## config.mk

```make
export PLATFORM = sky130hd
export DESIGN_NAME = mis_sequencer
export DESIGN_NICKNAME = d
export VERILOG_FILES = /design/src/mis_sequencer.v
export VERILOG_INCLUDE_DIRS = /design/src
export SDC_FILE = /design/constraint.sdc
export NUM_CORES = 1
export LEC_CHECK = 0
export ABC_AREA = 1
export BUFFER_PORTS_ARGS = -buffer_cell sky130_fd_sc_hd__buf_2
export CAP_MARGIN = 20
export CORE_MARGIN = 8
export CORE_UTILIZATION = 42
export CTS_CLUSTER_SIZE = 24
export DETAILED_ROUTE_END_ITERATION = 10
export PLACE_DENSITY = 0.7
export SYNTH_ARGS = -nofsm -noshare
export SYNTH_HDL_FRONTEND = slang
export SYNTH_SLANG_ARGS = --single-unit
```

## constraint.sdc

```tcl
create_clock -name clock -period 2.19 [get_ports clock]
set_clock_uncertainty 0.1 [all_clocks]
set_input_delay 0.438 -clock clock [delete_from_list [all_inputs] [get_ports clock]]
set_output_delay 0.438 -clock clock [all_outputs]
set_load 0.1 [all_outputs]
```

## src/mis_map.vh

```
// Register offsets, field positions, vectors and reset values of the interrupt sequencer.
// Included by the sequencer module; holds definitions only.
`ifndef MIS_MAP_VH
`define MIS_MAP_VH
// Register offsets on the data-memory style register port.
`define MIS_ADDR_CTRL_LOW 8'h0B
`define MIS_ADDR_CTRL_HIGH 8'h1E
`define MIS_ADDR_IRQ_STATUS 8'h24
`define MIS_ADDR_IRQ_MASK 8'h25
// Field positions in irq_control_low.
`define MIS_LOW_EMI 0
`define MIS_LOW_EN_EXT0 1
`define MIS_LOW_EN_EXT1 2
`define MIS_LOW_EN_TMR 3
`define MIS_LOW_FLAG_EXT0 4
`define MIS_LOW_FLAG_EXT1 5
`define MIS_LOW_FLAG_TMR 6
// Field positions in irq_control_high.
`define MIS_HIGH_EN_TB 0
`define MIS_HIGH_EN_ADC 1
`define MIS_HIGH_EN_RTC 2
`define MIS_HIGH_FLAG_TB 4
`define MIS_HIGH_FLAG_ADC 5
`define MIS_HIGH_FLAG_RTC 6
// Fixed vector addresses, 12-bit program counter.
`define MIS_VEC_EXT0 12'h004
`define MIS_VEC_EXT1 12'h008
`define MIS_VEC_TMR 12'h00C
`define MIS_VEC_TB 12'h010
`define MIS_VEC_ADC 12'h014
`define MIS_VEC_RTC 12'h018
// Reset values.
`define MIS_RST_CTRL 8'h00
`define MIS_RST_MASK 8'h00
// Stack depth and number of sources.
`define MIS_STACK_DEPTH 8
`define MIS_NUM_SRC 6
`endif

```

## src/mis_sequencer.v

```verilog
// Interrupt sequencer for an 8-bit microcontroller core: flags, enables, priority, vector, stack push.
// Assumes the core gives a one-cycle phase_two_pulse per instruction cycle and executes the
// push, vector load and returns; event inputs other than the pins are synchronous pulses.
//
// Overview of operation
// [RULE1] Six sources: two pins, timer, timebase, ADC, RTC.
// [RULE2] Servicing any interrupt clears the master enable.
// [RULE3] Flags still set while master enable clear.
// [RULE4] Re-enabling inside routine allows nested acknowledge.
// [RULE5] Full stack withholds acknowledge until return.
// [RULE6] Every source wakes the halted device.
// [RULE7] Push program counter only, then load vector.
// [RULE8] Pin edges set flag bits 4/5 low.
// [RULE9] Pins vector 004H/008H, clearing flag and enable; the code clears only the flag, and the enable stays set.
// [RULE10] Timer flag bit 6 low, vector 00CH.
// [RULE11] Timebase flag bit 4 high, vector 010H.
// [RULE12] ADC flag bit 5 high, vector 014H.
// [RULE13] RTC flag bit 6 high, vector 018H.
// [RULE14] Interrupt return sets enable; subroutine return not.
// [RULE15] Software saves status flags itself.
// [RULE16] Fixed priority: ext0, ext1, timer, timebase, ADC, RTC.
// [RULE17] Sample once per instruction cycle at pulse.
// [RULE18] Flags stay until serviced or cleared; 1=enabled.
// [RULE19] One acknowledge per boundary, all enables required.
//
// The implementer's own choice: the address-and-strobe port.
`timescale 1ns/1ps
`include "mis_map.vh"

module mis_sequencer #(
  parameter PC_WIDTH = 12,
  parameter STACK_DEPTH = `MIS_STACK_DEPTH
) (
  input wire clock,
  input wire srst,
  // Register port.
  input wire [7:0] reg_addr,
  input wire [7:0] reg_wdata,
  input wire reg_write,
  input wire reg_read,
  output reg [7:0] reg_rdata,
  // Raw pins, asynchronous to the clock.
  input wire ext_irq_pin_a,
  input wire ext_irq_pin_b,
  // Edge selection per pin: bit 0 falling, bit 1 rising.
  input wire [1:0] pin_a_edge_sel,
  input wire [1:0] pin_b_edge_sel,
  // Internal event pulses, one cycle each.
  input wire timer_overflow,
  input wire timebase_timeout,
  input wire adc_done,
  input wire rtc_timeout,
  // Core interface.
  input wire phase_two_pulse,
  input wire [PC_WIDTH-1:0] program_counter,
  input wire call_instr,
  input wire sub_return_instr,
  input wire irq_return_instr,
  output reg irq_ack,
  output reg [PC_WIDTH-1:0] irq_vector,
  output reg [PC_WIDTH-1:0] push_value,
  output reg [3:0] stack_level_pointer,
  output wire stack_full,
  output wire wake_request,
  output wire irq
);

  ////////////////////////////////////////////////////////////////////////////
  // Pin synchronisers and edge detection.

  reg [1:0] sync_a; // Two-stage synchroniser for pin a.
  reg [1:0] sync_b; // Two-stage synchroniser for pin b.
  reg last_a; // Previous synchronised level of pin a.
  reg last_b; // Previous synchronised level of pin b.

  // Only the second stage is looked at, so metastability never reaches the edge logic.
  always @(posedge clock) begin
    if (srst) begin
      sync_a <= 2'h0;
      sync_b <= 2'h0;
      last_a <= 1'b0;
      last_b <= 1'b0;
    end else begin
      sync_a <= {sync_a[0], ext_irq_pin_a};
      sync_b <= {sync_b[0], ext_irq_pin_b};
      last_a <= sync_a[1];
      last_b <= sync_b[1];
    end
  end

  // Edge filter: chosen falling and/or rising transitions count.
  function edge_hit;
    input now_level;
    input old_level;
    input [1:0] sel;
    begin
      edge_hit = (sel[0] & old_level & ~now_level) | (sel[1] & ~old_level & now_level);
    end
  endfunction

  wire ev_ext0 = edge_hit(sync_a[1], last_a, pin_a_edge_sel); // Pin a event.
  wire ev_ext1 = edge_hit(sync_b[1], last_b, pin_b_edge_sel); // Pin b event.

  ////////////////////////////////////////////////////////////////////////////
  // Control registers.

  reg master_irq_enable; // Global enable.
  reg [5:0] src_enable; // Per-source enables, priority order.
  reg [5:0] src_flag; // Request flags, priority order.
  reg [5:0] irq_status; // Sticky event copy for the interrupt output.
  reg [5:0] irq_mask; // Mask for the interrupt output.

  // [RULE1] six event sources
  wire [5:0] events = {rtc_timeout, adc_done, timebase_timeout, timer_overflow, ev_ext1, ev_ext0};

  // Requests eligible for acknowledge, before the stack check.
  wire [5:0] eligible = src_flag & src_enable & {6{master_irq_enable}};

  // [RULE5] full stack blocks
  assign stack_full = (stack_level_pointer == STACK_DEPTH[3:0]);

  // Priority picker: lowest index wins, one-hot result.
  function [5:0] pick_first;
    input [5:0] req;
    begin
      // [RULE16] fixed priority order
      pick_first = req & ~(req - 6'h01) & 6'h3F;
    end
  endfunction

  // Vector lookup for a one-hot grant.
  function [11:0] vector_of;
    input [5:0] grant;
    begin
      case (grant)
        // [RULE9] pin vectors
        6'h01: vector_of = `MIS_VEC_EXT0;
        6'h02: vector_of = `MIS_VEC_EXT1;
        // [RULE10] timer vector
        6'h04: vector_of = `MIS_VEC_TMR;
        // [RULE11] timebase vector
        6'h08: vector_of = `MIS_VEC_TB;
        // [RULE12] ADC vector
        6'h10: vector_of = `MIS_VEC_ADC;
        // [RULE13] RTC vector
        6'h20: vector_of = `MIS_VEC_RTC;
        default: vector_of = 12'h000;
      endcase
    end
  endfunction

  // [RULE19] one acknowledge, all enables
  wire take = phase_two_pulse & ~stack_full & (|eligible);
  wire [5:0] grant = take ? pick_first(eligible) : 6'h00;

  wire wr_low = reg_write & (reg_addr == `MIS_ADDR_CTRL_LOW); // Write to low control.
  wire wr_high = reg_write & (reg_addr == `MIS_ADDR_CTRL_HIGH); // Write to high control.
  wire wr_mask = reg_write & (reg_addr == `MIS_ADDR_IRQ_MASK); // Write to mask.
  wire rd_status = reg_read & (reg_addr == `MIS_ADDR_IRQ_STATUS); // Status read clears.

  // Software view of flags written this cycle; flags not addressed keep their value.
  reg [5:0] next_flag;
  reg [5:0] next_enable;
  reg next_master;

  // Register writes first, then service clears, then new events, so an event always wins.
  always @* begin
    next_flag = src_flag;
    next_enable = src_enable;
    next_master = master_irq_enable;
    if (wr_low) begin
      next_master = reg_wdata[`MIS_LOW_EMI];
      next_enable[2:0] = {reg_wdata[`MIS_LOW_EN_TMR], reg_wdata[`MIS_LOW_EN_EXT1], reg_wdata[`MIS_LOW_EN_EXT0]};
      next_flag[2:0] = {reg_wdata[`MIS_LOW_FLAG_TMR], reg_wdata[`MIS_LOW_FLAG_EXT1], reg_wdata[`MIS_LOW_FLAG_EXT0]};
    end
    if (wr_high) begin
      next_enable[5:3] = {reg_wdata[`MIS_HIGH_EN_RTC], reg_wdata[`MIS_HIGH_EN_ADC], reg_wdata[`MIS_HIGH_EN_TB]};
      next_flag[5:3] = {reg_wdata[`MIS_HIGH_FLAG_RTC], reg_wdata[`MIS_HIGH_FLAG_ADC], reg_wdata[`MIS_HIGH_FLAG_TB]};
    end
    // [RULE14] return restores enable
    if (irq_return_instr) begin
      next_master = 1'b1;
    end
    // [RULE2] entry clears enable
    if (take) begin
      next_master = 1'b0;
    end
    // [RULE18] clear on service
    next_flag = next_flag & ~grant;
    // [RULE3] flags always recorded
    // [RULE8] pin edges set flags
    next_flag = next_flag | events;
  end

  // [RULE4] re-enable allows nesting
  always @(posedge clock) begin
    if (srst) begin
      master_irq_enable <= 1'b0;
      src_enable <= 6'h00;
      src_flag <= 6'h00;
    end else begin
      master_irq_enable <= next_master;
      src_enable <= next_enable;
      src_flag <= next_flag;
    end
  end

  ////////////////////////////////////////////////////////////////////////////
  // Acknowledge, vector and stack level.

  // [RULE17] sample at phase pulse
  always @(posedge clock) begin
    if (srst) begin
      irq_ack <= 1'b0;
      irq_vector <= {PC_WIDTH{1'b0}};
      push_value <= {PC_WIDTH{1'b0}};
      stack_level_pointer <= 4'h0;
    end else begin
      irq_ack <= take;
      if (take) begin
        // [RULE7] push PC, load vector
        push_value <= program_counter;
        irq_vector <= vector_of(grant);
      end
      // Calls past a full stack wrap the oldest entry; the level saturates.
      if ((take | call_instr) & ~stack_full) begin
        stack_level_pointer <= stack_level_pointer + 4'h1;
      end else if ((sub_return_instr | irq_return_instr) & (stack_level_pointer != 4'h0)) begin
        stack_level_pointer <= stack_level_pointer - 4'h1;
      end
    end
  end

  // [RULE6] any flag wakes
  assign wake_request = |src_flag;

  // [RULE15] status not saved here
  // Nothing beyond the program counter is pushed; software owns the rest.

  ////////////////////////////////////////////////////////////////////////////
  // Sticky status, mask and interrupt output.

  // A set in the same cycle as the clearing read wins.
  always @(posedge clock) begin
    if (srst) begin
      irq_status <= 6'h00;
      irq_mask <= 6'h00;
    end else begin
      irq_status <= (rd_status ? 6'h00 : irq_status) | events;
      if (wr_mask) begin
        irq_mask <= reg_wdata[5:0];
      end
    end
  end

  assign irq = |(irq_status & irq_mask);

  // Read mux; unmapped addresses read zero, bit 7 of both control registers and bit 3 of the high one read zero.
  always @(posedge clock) begin
    if (srst) begin
      reg_rdata <= 8'h00;
    end else if (reg_read) begin
      case (reg_addr)
        `MIS_ADDR_CTRL_LOW: reg_rdata <= {1'b0, src_flag[2:0], src_enable[2:0], master_irq_enable};
        `MIS_ADDR_CTRL_HIGH: reg_rdata <= {1'b0, src_flag[5:3], 1'b0, src_enable[5:3]};
        `MIS_ADDR_IRQ_STATUS: reg_rdata <= {2'h0, irq_status};
        `MIS_ADDR_IRQ_MASK: reg_rdata <= {2'h0, irq_mask};
        default: reg_rdata <= 8'h00;
      endcase
    end else begin
      reg_rdata <= 8'h00;
    end
  end

endmodule

```

==> impl_results.md <==
- Synth warn: 0
- Die X-Extent: 96.7 um
- Multi-input gate area: around 1300 um^2
- Register area share after synthesis: 0.424
- Ys flop type: dfxtp_1
- Clock root cell: clkbuf_8
- Die footprint: around 9400 um^2
- Diode count: 0
- Met3 wire length: just under 600 um
- All-Layer GR Usage: 0.150
- H-tree depth: 3
- WL final: 6980 um
- First-pass GRT wire length: 11800 um
- Number of synthesized flops with an enable pin: 0
- Mean Syn Cell Area: 7.86 um^2
- Synth cell types: 38
- Final hold vios: 0
- Routed len/inst: roughly 14 um
- Setup slack after layout: between 0.1 and 0.15 ns
- GP Congestion: roughly 0.84
- Dpl hpwl: 5440 um
- Clk sinks: between 50 and 60
- Routed length on met2: 3310 um
- Post-route clock period utilization: 0.936
- Buffers on Ports: 74
- Final #Nets: approximately 480
- Max Root-Sink Buffers: 2
- Post-route ant nets: 0
- Crit end category: output pin
- Initial antenna violation count: 0
- Row Count: 29
- Place WS: approximately 0.08 ns
- Worst path arrival time: between 1.5 and 2 ns
- CP max FO: 3
- Worst vdd ir: about 0.00056 V
- Post-Syn Area: around 2700 um^2
- DR DRC count: 0
- Final setup viols: 0
- Worst Hold Class: in -> reg
- Synth async-reset ratio: 0
- Number of CTS-inserted buffers: 9
- Router iterations before antenna repair: 4
- Layout cells sized above 1: 0.311
- Initial core utilization: 0.433
- Data required, critical path: ~1.7 ns
- P&R area growth vs syn: 25.6%
- Startpoint Class: flip-flop
- Largest net degree at the start of global routing: 29
- Fill count: approximately 630
- Clock transition at path regs: 0.07 ns
- Pwr dens: 901 nW/um^2
- Outcome: completed
- Post-synth top area share: 0.424
- Synth area leaders: dfxtp_1 (42%), nand2_1 (10%), a21oi_1 (6.6%), inv_1 (5.3%), a22o_1 (4.2%)
- Worst hold margin: roughly 0.2 ns
- Setup TNS: 0 ns
- Achievable Freq: 488 MHz
- Vias: ~2500
- Final Slew Violations: 0
- Cell taking the most area after synthesis: dfxtp_1
- Static Leak: about 1.6 nW
- Max Cap Viol: 0
- Storage cell area: 1180 um^2
- Synthesized flop and latch total: 58
- 1st-iter DRT viols: approximately 120
- Met1 wire length: 3020 um
- Die Y: between 90 and 100 um
- TritonCTS clock tree: done
- Finished Core Util: 0.544
- Crit path time final: about 2.1 ns
- Syn Inst Count: 348
- IO Count: 86
- DR top layer: met4
- Core box area: approximately 6300 um^2
- Vias in the first global route: between 2000 and 3000
- Crit Path Class: reg -> out
- Worst-Skew Late Latency: 0.33 ns
- Number of vias per cell: around 4.9
- RSZ-0062 raised after global routing: false
- Remaining global-route overflow: 0
==> kinds of logic (layout without fill, tap and decap cells) <==
family | count (synthesis) | count (layout) | synth area share
flops | 58 | 58 | 0.424
buf+inv | 64 | 141 | 0.115
other cells | 1 | 10 | 0.00137
simple gates | 146 | 146 | 0.277
xor+xnor | 1 | 1 | 0.00320
compound gates | 75 | 75 | 0.163
fa+ha+maj | 3 | 3 | 0.0165
==> flip-flops by register name, indices dropped and copies added, names as in the netlist, 2 cells and up <==
signal	count
push_value	12
reg_rdata	7
irq_mask	6
irq_status	6
src_enable	6
src_flag	6
stack_level_pointer	4
irq_vector	3
sync_a	2
sync_b	2
==> per-stage QoR <==
| step | area, um^2 | power (mW) | cells |
|---|---|---|---|
| after global placement | 3180 | 2.04 | 494 |
| final | 3440 | 3.10 | 511 |
| after global routing | 3440 | 3.26 | 511 |
| after CTS | 3390 | 3.10 | 510 |
| after detailed placement | 3180 | 2.06 | 494 |
| after floorplan | 2800 | 1.91 | 357 |
==> Yosys cell counts (2+ instances only) <==
| master | instances |
|---|---|
| a21oi_1 | 36 |
| a22o_1 | 13 |
| a31oi_1 | 2 |
| buf_2 | 2 |
| buf_4 | 11 |
| buf_6 | 4 |
| clkbuf_1 | 4 |
| dfxtp_1 | 58 |
| ha_1 | 2 |
| inv_1 | 39 |
| inv_2 | 4 |
| nand2_1 | 73 |
| nand2_4 | 4 |
| nand3_1 | 21 |
| nand3_2 | 8 |
| nand4_1 | 2 |
| nor2_1 | 25 |
| nor3_1 | 2 |
| nor3_4 | 2 |
| nor4_1 | 2 |
| o21ai_0 | 13 |
| o21ai_1 | 3 |
| o22ai_1 | 3 |
==> critical path, stage by stage, from the launching register on <==
cell and delay, ns:
dfxtp_1 0.34, a22o_1 0.23, a221oi_1 0.22, nand3_1 0.13, buf_4 0.26
==> layer usage <==
metal | GRT usage | up-vias
met5 | 0 | -
met4 | 0.0544 | 0
met3 | 0.0605 | 6
met2 | 0.245 | 87
met1 | 0.171 | 1115
li1 | - | 1290
==> worst paths after layout <==
check	start	slack, ns	cells after the start	endpoint
setup / recovery	irq_status[3]	0.14	4	irq
hold / removal	ext_irq_pin_b	0.20	3	sync_b[0]
setup reg to reg	master_irq_enable	0.17	16	stack_level_pointer[3]
hold reg to reg	sync_b[0]	0.31	2	sync_b[1]
==> cells in the final DEF (no fill, tap or decap), types with 2 or more instances in the layout <==
cell	count
buf_2	73
nand2_1	71
dfxtp_1	53
inv_1	38
a21oi_1	35
nor2_1	24
nand3_1	21
a22o_1	13
o21ai_0	13
clkbuf_8	11
conb_1	10
buf_4	8
nand3_2	6
inv_2	4
nand2_4	4
dfxtp_4	4
nand3_4	3
nand2_2	3
o21ai_1	3
o22ai_1	3
nor2_4	2
nor4_1	2
nor3_4	2
nor3_1	2
nand4_1	2
a31oi_1	2
clkinvlp_4	2
clkinv_4	2
==> where the power goes <==
group          leakage [nW]  switching [mW]  internal (mW)
Sequential            0.475          0.0763           1.13
Combinational          1.05           0.632          0.221
Clock                 0.102           0.445          0.591
==> cell type report <==
cell class	instances	area share
Clock buffer	11	0.0441
Clock inverter	5	0.0182
Inverter	43	0.0477
Multi-Input combinational cell	235	0.390
Sequential cell	58	0.343
Tap cell	77	0.0280
Timing Repair Buffer	82	0.130
==> timing repair <==
item                                    in CTS  in global routing
gates resized for setup                      0                 10
hold buffers                                 0                  0
endpoints found under the setup margin       0                  2
setup buffers                                0                  1
Power figures use the tool's default switching activity.
